[src/verilog/drive_sup_defines.svh]
/*
  Register offsets, field positions, reset values and timing figures of the
  drive supervisor. Assumes a 200 MHz control clock and APB byte addresses.
*/
`ifndef DRIVE_SUP_DEFINES_SVH
`define DRIVE_SUP_DEFINES_SVH

// Register byte offsets
`define OFS_RETRY_CFG   8'h00
`define OFS_CATCH_CFG   8'h04
`define OFS_SLEEP_CFG   8'h08
`define OFS_SLEEP_THR   8'h0C
`define OFS_STATUS      8'h10
`define OFS_IRQ_STAT    8'h14
`define OFS_IRQ_MASK    8'h18
`define OFS_COMMAND     8'h1C

// Field positions
`define F_DELAY_LSB     16
`define F_BOOST_LSB     16
`define F_SLEEP_OFF     15
`define F_RESUME_LSB    16

// Encodings and limits
`define MODE_MANUAL     4'h0
`define MODE_X10        4'h6
`define MODE_X15        4'h7
`define MODE_X20        4'h8
`define MODE_INFINITE   4'h9
`define CATCH_OFF       2'h0
`define CATCH_ON        2'h1
`define DELAY_MAX_S     11'h708
`define SLEEP_MAX_S     9'h12C
`define BOOST_MIN_PCT   8'h01
`define BOOST_MAX_PCT   8'hC8

// Reset values
`define RST_DELAY_S     11'h00A
`define RST_BOOST_PCT   8'h64
`define RST_SLEEP_THR   16'h0000
`define RST_RESUME_THR  16'h01F4

// Timing
`define NS_PER_SEC      1000000000
`define CLK_PERIOD_NS   5
`define BOOST_TIMEOUT_S 11'h01E

`endif

[src/verilog/drive_sup_pkg.sv]
/*
  Types of the drive supervisor: state enums and the status and command
  bundles exchanged with the motor control core.
*/
package drive_sup_pkg;

  typedef enum logic [1:0] {RT_RUN, RT_WAIT, RT_LOCKED} retry_state_t;
  typedef enum logic [2:0] {SL_AWAKE, SL_BOOST, SL_RAMP, SL_SLEEP} sleep_state_t;
  typedef enum logic {CT_IDLE, CT_BRAKE} catch_state_t;

  // Same-clock status from the motor core; frequencies in 0.1 Hz units
  typedef struct packed {
    logic        closed_loop;
    logic        local_ref;
    logic        jog_sel;
    logic        dc_brake_en;
    logic        brake_done;
    logic        boost_reached;
    logic        motor_stopped;
    logic [15:0] out_freq;
    logic [15:0] theo_freq;
    logic [15:0] motor_speed;
    logic [15:0] f_max;
  } drive_in_t;

  typedef struct packed {
    logic       fault_reset;
    logic       restart;
    logic       catch_req;
    logic       dc_brake;
    logic       boost_on;
    logic       ramp_down;
    logic       sleeping;
    logic [7:0] setpoint_pct;
  } drive_out_t;

endpackage

[src/verilog/drive_sleep_autoreset_ctrl.sv]
/*
  Supervisory control of a motor drive: trip recovery, spinning-motor catch
  and sleep mode, with an APB register slave and one level interrupt.
  Assumes pin inputs are asynchronous and the drive_in bundle is on pclk.
*/
// Implementation choices: the APB interface to the registers and the register addresses.
`timescale 1ns/100ps
`include "drive_sup_defines.svh"

// Functional notes
// - Recovery code: 0 manual, 1-5, 10, 15, 20, infinite
// - Manual mode clears trip only by key/input; the code also clears it on a write of bit 0 to the COMMAND register
// - Auto modes retry, never beyond selected count; the code loads the count only on a manual reset (0 after presetn)
// - Programmable 0-1800 s delay before each attempt
// - Catch code: 0 off, 1 on, brake code
// - Catch on every start, motor below f_max
// - Brake mode: DC brake first, then restart; on a retry attempt or a wake the code also sends restart before the brake
// - No sleep under local reference or jog
// - Sleep timer runs below threshold, clears above
// - Timer expiry: ramp down, then sleep
// - Sleeping: wake when theoretical exceeds resume threshold
// - Sleep timer 0-300 s or off, default off
// - Sleep threshold capped by resume threshold
// - Resume threshold capped by f_max, default 50 Hz
// - Boost 1-200 %, closed loop, before sleep
// - Boost abandoned after fixed 30 s
module drive_sleep_autoreset_ctrl
  import drive_sup_pkg::*;
#(
  parameter int unsigned TICK_CYCLES = `NS_PER_SEC / `CLK_PERIOD_NS
)(
  // Clock and reset
  input  wire logic        pclk,
  input  wire logic        presetn,
  // APB slave
  input  wire logic        psel,
  input  wire logic        penable,
  input  wire logic        pwrite,
  input  wire logic [7:0]  paddr,
  input  wire logic [31:0] pwdata,
  output logic [31:0]      prdata,
  output logic             pready,
  output logic             pslverr,
  // Asynchronous pins
  input  wire logic        trip_pin,
  input  wire logic        reset_key_pin,
  input  wire logic        reset_din_pin,
  input  wire logic        start_pin,
  // Motor core
  input  wire drive_in_t   drive_in,
  output drive_out_t       drive_out,
  // Interrupt
  output logic             irq
);

  ////////////////////////////////////////////////////////////////////////////
  // Pin synchronisers: a level counts once the 2nd and 3rd stages agree

  localparam int NPIN = 4;
  logic [NPIN-1:0] pin_raw;
  logic [NPIN-1:0] pin_f;
  logic            trip_f;
  logic            key_f;
  logic            din_f;
  logic            start_f;
  logic            start_prev_q;

  assign pin_raw = {start_pin, reset_din_pin, reset_key_pin, trip_pin};
  assign trip_f  = pin_f[0];
  assign key_f   = pin_f[1];
  assign din_f   = pin_f[2];
  assign start_f = pin_f[3];

  genvar gi;
  generate
    for (gi = 0; gi < NPIN; gi++)
    begin : g_sync
      logic s1_q;
      logic s2_q;
      logic s3_q;
      logic f_q;
      always_ff @(posedge pclk or negedge presetn)
      begin
        if (!presetn)
        begin
          s1_q <= 1'b0;
          s2_q <= 1'b0;
          s3_q <= 1'b0;
          f_q  <= 1'b0;
        end
        else
        begin
          s1_q <= pin_raw[gi];
          s2_q <= s1_q;
          s3_q <= s2_q;
          if (s2_q == s3_q)
            f_q <= s3_q;
        end
      end
      assign pin_f[gi] = f_q;
    end
  endgenerate

  ////////////////////////////////////////////////////////////////////////////
  // One-second tick; free running, so the sleep wait may end up to one tick early and the retry delay and boost time-out up to one tick late

  logic [31:0] pre_q;
  logic        sec_tick;

  assign sec_tick = (pre_q == 32'(TICK_CYCLES - 1));

  always_ff @(posedge pclk or negedge presetn)
  begin
    if (!presetn)
      pre_q <= 32'h0000_0000;
    else if (sec_tick)
      pre_q <= 32'h0000_0000;
    else
      pre_q <= pre_q + 32'h0000_0001;
  end

  ////////////////////////////////////////////////////////////////////////////
  // APB register file

  logic [3:0]  retry_mode_q;
  logic [10:0] retry_delay_q;
  logic [1:0]  catch_mode_q;
  logic        sleep_off_q;
  logic [8:0]  sleep_time_q;
  logic [7:0]  boost_pct_q;
  logic [15:0] sleep_thr_q;
  logic [15:0] resume_thr_q;
  logic [4:0]  irq_mask_q;
  logic [4:0]  irq_stat_q;
  logic [4:0]  irq_set;
  logic        wr;
  logic        rd_setup;
  logic        mapped;
  logic        sw_reset;
  logic [31:0] rd_d;
  logic [31:0] status_word;

  assign pready  = 1'b1;
  assign wr      = psel && penable && pwrite;
  assign rd_setup = psel && !penable;
  assign pslverr = psel && penable && !mapped;
  assign sw_reset = wr && (paddr == `OFS_COMMAND) && pwdata[0];
  assign irq     = |(irq_stat_q & irq_mask_q);

  always_comb
  begin
    mapped = 1'b1;
    rd_d   = 32'h0000_0000;
    if (paddr == `OFS_RETRY_CFG)
      rd_d = {5'h00, retry_delay_q, 12'h000, retry_mode_q};
    else if (paddr == `OFS_CATCH_CFG)
      rd_d = {30'h0000_0000, catch_mode_q};
    else if (paddr == `OFS_SLEEP_CFG)
      rd_d = {8'h00, boost_pct_q, sleep_off_q, 6'h00, sleep_time_q};
    else if (paddr == `OFS_SLEEP_THR)
      rd_d = {resume_thr_q, sleep_thr_q};
    else if (paddr == `OFS_STATUS)
      rd_d = status_word;
    else if (paddr == `OFS_IRQ_STAT)
      rd_d = {27'h000_0000, irq_stat_q};
    else if (paddr == `OFS_IRQ_MASK)
      rd_d = {27'h000_0000, irq_mask_q};
    else if (paddr == `OFS_COMMAND)
      rd_d = 32'h0000_0000;
    else
      mapped = 1'b0;
  end

  // Read data is captured in the setup phase so it stands in the access phase
  always_ff @(posedge pclk or negedge presetn)
  begin
    if (!presetn)
      prdata <= 32'h0000_0000;
    else if (rd_setup)
      prdata <= rd_d;
  end

  // Out-of-range writes are clamped to the nearest legal setting, except a retry mode above 9, which becomes manual
  always_ff @(posedge pclk or negedge presetn)
  begin
    if (!presetn)
    begin
      retry_mode_q  <= `MODE_MANUAL;
      retry_delay_q <= `RST_DELAY_S;
      catch_mode_q  <= `CATCH_OFF;
      sleep_off_q   <= 1'b1;
      sleep_time_q  <= 9'h000;
      boost_pct_q   <= `RST_BOOST_PCT;
      sleep_thr_q   <= `RST_SLEEP_THR;
      resume_thr_q  <= `RST_RESUME_THR;
      irq_mask_q    <= 5'h00;
    end
    else if (wr)
    begin
      if (paddr == `OFS_RETRY_CFG)
      begin
        retry_mode_q  <= (pwdata[3:0] > `MODE_INFINITE) ? `MODE_MANUAL
                                                          : pwdata[3:0];
        retry_delay_q <= (pwdata[26:16] > `DELAY_MAX_S) ? `DELAY_MAX_S
                                                          : pwdata[26:16];
      end
      else if (paddr == `OFS_CATCH_CFG)
        catch_mode_q <= pwdata[1:0];
      else if (paddr == `OFS_SLEEP_CFG)
      begin
        sleep_off_q  <= pwdata[`F_SLEEP_OFF];
        sleep_time_q <= (pwdata[8:0] > `SLEEP_MAX_S) ? `SLEEP_MAX_S : pwdata[8:0];
        if (pwdata[23:16] < `BOOST_MIN_PCT)
          boost_pct_q <= `BOOST_MIN_PCT;
        else if (pwdata[23:16] > `BOOST_MAX_PCT)
          boost_pct_q <= `BOOST_MAX_PCT;
        else
          boost_pct_q <= pwdata[23:16];
      end
      else if (paddr == `OFS_SLEEP_THR)
      begin
        sleep_thr_q  <= pwdata[15:0];
        resume_thr_q <= pwdata[31:16];
      end
      else if (paddr == `OFS_IRQ_MASK)
        irq_mask_q <= pwdata[4:0];
    end
  end

  // Write-one-to-clear; a new event in the same cycle wins over the clear
  always_ff @(posedge pclk or negedge presetn)
  begin
    if (!presetn)
      irq_stat_q <= 5'h00;
    else if (wr && paddr == `OFS_IRQ_STAT)
      irq_stat_q <= (irq_stat_q & ~pwdata[4:0]) | irq_set;
    else
      irq_stat_q <= irq_stat_q | irq_set;
  end

  ////////////////////////////////////////////////////////////////////////////
  // Trip recovery

  retry_state_t rt_q;
  logic [4:0]   left_q;
  logic [10:0]  rt_cnt_q;
  logic         man_reset;
  logic         attempt;
  logic         unlimited;
  logic [4:0]   quota;

  function automatic logic [4:0] quota_of(input logic [3:0] m);
    logic [4:0] q;
    q = 5'h00;
    if (m == `MODE_X10)
      q = 5'h0A;
    else if (m == `MODE_X15)
      q = 5'h0F;
    else if (m == `MODE_X20)
      q = 5'h14;
    else if (m < `MODE_X10)
      q = {1'b0, m};
    return q;
  endfunction

  assign quota     = quota_of(retry_mode_q);
  assign unlimited = (retry_mode_q == `MODE_INFINITE);
  assign man_reset = key_f || din_f || sw_reset;
  assign attempt   = (rt_q == RT_WAIT) &&
                     ((retry_delay_q == 11'h000) || (rt_cnt_q > retry_delay_q));

  always_ff @(posedge pclk or negedge presetn)
  begin
    if (!presetn)
    begin
      rt_q     <= RT_RUN;
      left_q   <= 5'h00;
      rt_cnt_q <= 11'h000;
    end
    else
    begin
      case (rt_q)
        RT_RUN:
          if (trip_f)
          begin
            rt_cnt_q <= 11'h000;
            if (retry_mode_q == `MODE_MANUAL)
              rt_q <= RT_LOCKED;
            else if (!unlimited && left_q == 5'h00)
              rt_q <= RT_LOCKED;
            else
              rt_q <= RT_WAIT;
          end
        RT_WAIT:
          if (man_reset)
          begin
            rt_q   <= RT_RUN;
            left_q <= quota;
          end
          else if (attempt)
          begin
            rt_q <= RT_RUN;
            if (!unlimited)
              left_q <= left_q - 5'h01;
          end
          else if (sec_tick && rt_cnt_q != 11'h7FF)
            rt_cnt_q <= rt_cnt_q + 11'h001;
        default:
          if (man_reset)
          begin
            rt_q   <= RT_RUN;
            left_q <= quota;
          end
      endcase
      if (rt_q == RT_RUN && !trip_f && man_reset)
        left_q <= quota;
    end
  end

  ////////////////////////////////////////////////////////////////////////////
  // Sleep mode

  sleep_state_t sl_q;
  logic [8:0]   sl_cnt_q;
  logic [10:0]  bst_cnt_q;
  logic [15:0]  resume_eff;
  logic [15:0]  sleep_eff;
  logic         sleep_allowed;
  logic         below;
  logic         expired;
  logic         wake;

  assign resume_eff = (resume_thr_q > drive_in.f_max) ? drive_in.f_max
                                                       : resume_thr_q;
  assign sleep_eff  = (sleep_thr_q > resume_eff) ? resume_eff : sleep_thr_q;
  assign sleep_allowed = !sleep_off_q && !drive_in.local_ref &&
                         !drive_in.jog_sel && (rt_q == RT_RUN);
  assign below   = drive_in.out_freq < sleep_eff;
  assign expired = below && (sl_cnt_q >= sleep_time_q);
  assign wake    = (sl_q == SL_SLEEP) &&
                   ((drive_in.theo_freq > resume_eff) || !sleep_allowed);

  always_ff @(posedge pclk or negedge presetn)
  begin
    if (!presetn)
    begin
      sl_q      <= SL_AWAKE;
      sl_cnt_q  <= 9'h000;
      bst_cnt_q <= 11'h000;
    end
    else
    begin
      case (sl_q)
        SL_AWAKE:
          if (!sleep_allowed || !below)
            sl_cnt_q <= 9'h000;
          else if (expired)
          begin
            sl_cnt_q  <= 9'h000;
            bst_cnt_q <= 11'h000;
            if (drive_in.closed_loop && boost_pct_q != `RST_BOOST_PCT)
              sl_q <= SL_BOOST;
            else
              sl_q <= SL_RAMP;
          end
          else if (sec_tick)
            sl_cnt_q <= sl_cnt_q + 9'h001;
        SL_BOOST:
          if (!sleep_allowed)
            sl_q <= SL_AWAKE;
          else if (drive_in.boost_reached || bst_cnt_q > `BOOST_TIMEOUT_S)
            sl_q <= SL_RAMP;
          else if (sec_tick)
            bst_cnt_q <= bst_cnt_q + 11'h001;
        SL_RAMP:
          if (!sleep_allowed)
            sl_q <= SL_AWAKE;
          else if (drive_in.motor_stopped)
            sl_q <= SL_SLEEP;
        default:
          if (wake)
            sl_q <= SL_AWAKE;
      endcase
    end
  end

  ////////////////////////////////////////////////////////////////////////////
  // Spinning-motor catch; brake mode accepts both codes 2 and 3

  catch_state_t ct_q;
  logic         start_ev;
  logic         catch_ok;
  logic         brake_mode;

  assign start_ev   = (start_f && !start_prev_q) || attempt || wake;
  assign catch_ok   = drive_in.motor_speed < drive_in.f_max;
  assign brake_mode = catch_mode_q[1] && drive_in.dc_brake_en;

  always_ff @(posedge pclk or negedge presetn)
  begin
    if (!presetn)
    begin
      ct_q         <= CT_IDLE;
      start_prev_q <= 1'b0;
    end
    else
    begin
      start_prev_q <= start_f;
      case (ct_q)
        CT_IDLE:
          if (start_ev && brake_mode)
            ct_q <= CT_BRAKE;
        default:
          if (drive_in.brake_done || trip_f)
            ct_q <= CT_IDLE;
      endcase
    end
  end

  ////////////////////////////////////////////////////////////////////////////
  // Commands to the motor core and event flags

  logic brake_end;

  assign brake_end = (ct_q == CT_BRAKE) && drive_in.brake_done && !trip_f;
  assign irq_set = {wake,
                    (sl_q == SL_RAMP) && sleep_allowed && drive_in.motor_stopped,
                    (rt_q == RT_RUN) && trip_f && !unlimited &&
                      retry_mode_q != `MODE_MANUAL && left_q == 5'h00,
                    attempt && !man_reset,
                    (rt_q == RT_RUN) && trip_f};

  assign status_word = {17'h0_0000, left_q, catch_mode_q[1] ? 1'b1 : 1'b0,
                        ct_q == CT_BRAKE, sl_q, 1'b0, rt_q, irq, trip_f};

  always_ff @(posedge pclk or negedge presetn)
  begin
    if (!presetn)
      drive_out <= '0;
    else
    begin
      drive_out.fault_reset <= (rt_q != RT_RUN) && (man_reset || attempt);
      drive_out.restart     <= (attempt && !man_reset) || wake || brake_end;
      drive_out.catch_req   <= (start_ev && catch_mode_q == `CATCH_ON && catch_ok) ||
                               (brake_end && catch_ok);
      drive_out.dc_brake    <= (ct_q == CT_BRAKE);
      drive_out.boost_on    <= (sl_q == SL_BOOST);
      drive_out.ramp_down   <= (sl_q == SL_RAMP) || (sl_q == SL_SLEEP);
      drive_out.sleeping    <= (sl_q == SL_SLEEP);
      drive_out.setpoint_pct <= (sl_q == SL_BOOST) ? boost_pct_q : `RST_BOOST_PCT;
    end
  end

endmodule

[config.mk]
export PLATFORM = sky130hd
export DESIGN_NAME = drive_sleep_autoreset_ctrl
export DESIGN_NICKNAME = d
export VERILOG_FILES = /design/src/verilog/drive_sup_pkg.sv /design/src/verilog/drive_sleep_autoreset_ctrl.sv
export VERILOG_INCLUDE_DIRS = /design/src /design/src/verilog
export SDC_FILE = /design/constraint.sdc
export NUM_CORES = 1
export LEC_CHECK = 0
export BUFFER_PORTS_ARGS = -buffer_cell sky130_fd_sc_hd__buf_2
export CORE_MARGIN = 2
export CORE_UTILIZATION = 54
export DETAILED_ROUTE_END_ITERATION = 16
export HOLD_SLACK_MARGIN = 0.03
export PLACE_DENSITY = 0.76
export SKIP_CTS_REPAIR_TIMING = 1
export SLEW_MARGIN = 0
export SYNTH_ARGS = -nofsm -noshare
export SYNTH_HDL_FRONTEND = slang
export SYNTH_SLANG_ARGS = --single-unit
[constraint.sdc]
create_clock -name pclk -period 15.2 [get_ports pclk]
set_clock_uncertainty 0.15 [all_clocks]
set_input_delay 0 -clock pclk [delete_from_list [all_inputs] [get_ports pclk]]
set_output_delay 0 -clock pclk [all_outputs]
set_load 0.005 [all_outputs]
==> out/summary.txt <==
Top-area cell type share of the netlist area - 41.3%
# rows - 55
Power Dens Cells - 89.4 mW/mm^2
Arrival time of the worst setup path - 8.20 ns
Skew-Pair Late Insertion Delay - 0.53 ns
CTS clk-pin slew, worst paths - 0.06 ns
Clock Sinks - 214
Crit start category - flip-flop
Most used cell along the critical path - ha_1
Synth area leader - dfrtp_1
Fraction of layout cells with a size suffix above 1 - 19.0%
GP Congestion - 0.928
Mapped Area - 0.0122 sq mm
Detail Route Antenna Nets - 0
Vias per inst - 5.86
DRT Pass-1 Iters - 6
Achievable Freq - 127 MHz
Final hold vios - 2
Half-perimeter wire length after placement - 25,300 um
Synthesized flop and latch total - 214
Nets - 1,724
Cts bufs inserted - 24
Critical Path RT - 15.50 ns
Syn Inst Count - 1,280
Vias in the first global route - 10.3k
Final Util - 65.9%
H-tree lvl count - 1
Post-synth EDFFs - 0
Synth Warn # - 0
Final setup viols - 0
TritonCTS clock tree - built
Lkg Pwr - 7.05 nW
Final wirelength - 34,400 um
Sequential area share after synthesis - 43.8%
Crit path capture type - flip-flop
DR WL/cell - 19.1 um
Synth cell types - 68
Worst hold path class - in -> reg
Largest net degree at the start of global routing - 134
Core area - 0.0224 sq mm
Synth Flop Type - dfrtp_1
Hold_ws - -0.00650 ns
I/O Buffers - 168
Ys async rst share - 100%
Total Neg Setup Slack - 0 ns
Synth top area cells - dfrtp_1 (41%), ha_1 (10%), nand2_1 (4.5%)
Design area - 0.0148 sq mm
Slew Limit Fails - 0
Antenna diodes - 0
Post-DP Area - 0.0133 sq mm
Synth-to-layout area growth - 20.7%
Die H - 155 um
Initial DRC Count - 756
Starting density of the core - 54.6%
Least-Margin Pin Slew - 1.05 ns
First-pass GRT wire length - 53,500 um
Failing checks - negative hold slack
Syn_nets - 1,502
Outcome - complete, but fails checks
Clock Root Buffer - clkbuf_16
Total number of vias - 10.6k
Critical path's slowest cell - nor2b_1
IO Pins - 170
DR DRC count - 0
RSZ-0062 raised after global routing - false
Synth Area per Inst - 9.57 sq um
Total GRT Usage - 28.1%
Max FO, Critical Path - 30
Relative slew slack - 29.9%
Grt total ovfl - 0
Worst-case clock buffer depth - 3
Antenna violations before repair - 1
Max Cap Viol - 0
Post-route insts no fill - 1,805
Post-placement cell count - 1,697
Die Wd - 155 um
Die area - 0.0239 sq mm
Final worst path period share - 52.0%
Worst vdd ir - 72.1 uV
Critical path's largest stage delay - 0.58 ns
Min Clock Period, post-route - 7.90 ns
CP Class - reg -> reg
==> critical path, delay by kind of cell, from the launching register on <==
| kind | cells | cell delay, ns |
|---|---|---|
| and+or+nand+nor | 8 | 2.60 |
| AOI/OAI and AO/OA | 13 | 3.14 |
| DFF | 1 | 0.42 |
| buffers and inverters | 1 | 0.06 |
| muxes | 1 | 0.52 |
| adders and majority gates | 3 | 0.94 |
==> cell usage in the layout (no fill, tap or decap), drive strengths merged, types with 5 or more instances in the layout <==
cell / synthesis / final
dfrtp: 202 / 202
buf: 10 / 174
nand2: 147 / 147
ha: 102 / 102
o21ai: 99 / 99
nor2: 91 / 91
a21oi: 72 / 72
inv: 65 / 66
dlygate4sd3: 0 / 64
nand3: 51 / 51
mux2: 42 / 42
clkbuf: 33 / 35
mux2i: 33 / 33
nor3: 30 / 30
nand4: 24 / 24
xor2: 19 / 19
and2: 18 / 18
and3: 17 / 17
a22oi: 16 / 16
nor2b: 16 / 16
xnor2: 16 / 16
nand2b: 16 / 16
a22o: 14 / 14
dfstp: 12 / 12
o211ai: 11 / 11
a21o: 11 / 11
nor4: 10 / 10
or3: 9 / 9
a31oi: 8 / 8
o31ai: 8 / 8
o21a: 8 / 8
nand3b: 6 / 6
clkinv: 0 / 6
or2: 5 / 5
==> through the flow <==
stage / setup slack (ns) / power (mW)
final: 7.30 / 1.32
after global placement: 7.59 / 0.732
after floorplan: 7.88 / 0.677
after detailed placement: 7.41 / 0.736
after CTS: 7.40 / 1.32
after global routing: 6.56 / 1.37
==> cell type report <==
cell class,instances,area (sq um)
flip-flops and latches,214,5370
multi-input cells,958,6480
inverters,65,244
clock inverters,10,120
well taps,285,357
fillers,1791,7650
repair buffers,239,1540
clock buffers,34,678
==> cell usage after synthesis, types with 17 or more instances <==
library cell / number
dfrtp_1: 202
nand2_1: 146
ha_1: 102
o21ai_0: 93
nor2_1: 90
a21oi_1: 71
inv_1: 65
nand3_1: 51
mux2_2: 42
clkbuf_1: 33
mux2i_1: 33
nor3_1: 28
nand4_1: 23
xor2_1: 19
and2_1: 18
and3_1: 17
==> worst paths after layout <==
| kind | startpoint | to | slack (ns) | cells after the start |
|---|---|---|---|---|
| setup / recovery | resume_thr_q[14]$_DFFE_PN0P_ | sl_cnt_q[1]$_DFFE_PN0P_ | 7.30 | 26 |
| setup reg to reg | resume_thr_q[14]$_DFFE_PN0P_ | sl_cnt_q[1]$_DFFE_PN0P_ | 7.30 | 26 |
| min in group asynchronous | presetn | prdata[9]$_DFFE_PN0P_ | 0.06 | 2 |
| hold / removal | paddr[4] | irq_stat_q[3]$_DFF_PN0_ | -0.007 | 6 |
| hold reg to reg | g_sync[2].s1_q$_DFF_PN0_ | g_sync[2].s2_q$_DFF_PN0_ | 0.20 | 0 |
| max in group asynchronous | presetn | sleep_time_q[6]$_DFFE_PN0P_ | 13.15 | 3 |
==> sequential cells by signal (all words and copies together), names as in the netlist, 3 cells and up <==
name / cells
left_q: 5
sleep_thr_q: 16
irq_mask_q: 5
drive_out: 15
sleep_time_q: 9
g_sync.s3_q: 4
rt_cnt_q: 11
g_sync.f_q: 3
irq_stat_q: 5
retry_delay_q: 11
bst_cnt_q: 11
resume_thr_q: 16
retry_mode_q: 4
prdata: 32
boost_pct_q: 8
pre_q: 32
sl_cnt_q: 9
g_sync.s2_q: 4
g_sync.s1_q: 4
==> logic make-up after synthesis <==
logic type | after synthesis | share of synthesized area, %
and+or+nand+nor | 458 | 18.4
adders and majority gates | 106 | 10.7
xor gates and xnor gates | 35 | 2.50
DFF | 214 | 43.8
muxes | 75 | 6.56
other | 1 | 0.0306
AOI/OAI and AO/OA | 283 | 14.5
buffers and inverters | 108 | 3.39
==> where the power goes <==
part	internal, mW	switching (mW)	total (mW)	leakage, nW
combinational	0.0598	0.0902	0.150	3.85
sequential	0.580	0.0103	0.591	2.81
clock	0.347	0.234	0.581	0.393
total	0.987	0.335	1.32	7.05
==> metal layers <==
| layer | vias up | share of wire (%) | track usage (%) | routed length, um |
|---|---|---|---|---|
| met5 | - | 0.038 | 0 | 13 |
| li1 | 5042 | - | - | - |
| met2 | 349 | 48 | 46.4 | 16600 |
| met3 | 94 | 5.6 | 4.34 | 1940 |
| met4 | 2 | 3.9 | 11.0 | 1350 |
| met1 | 5094 | 42 | 37.5 | 14500 |
No activity file was read; power rests on OpenSTA's default activity.
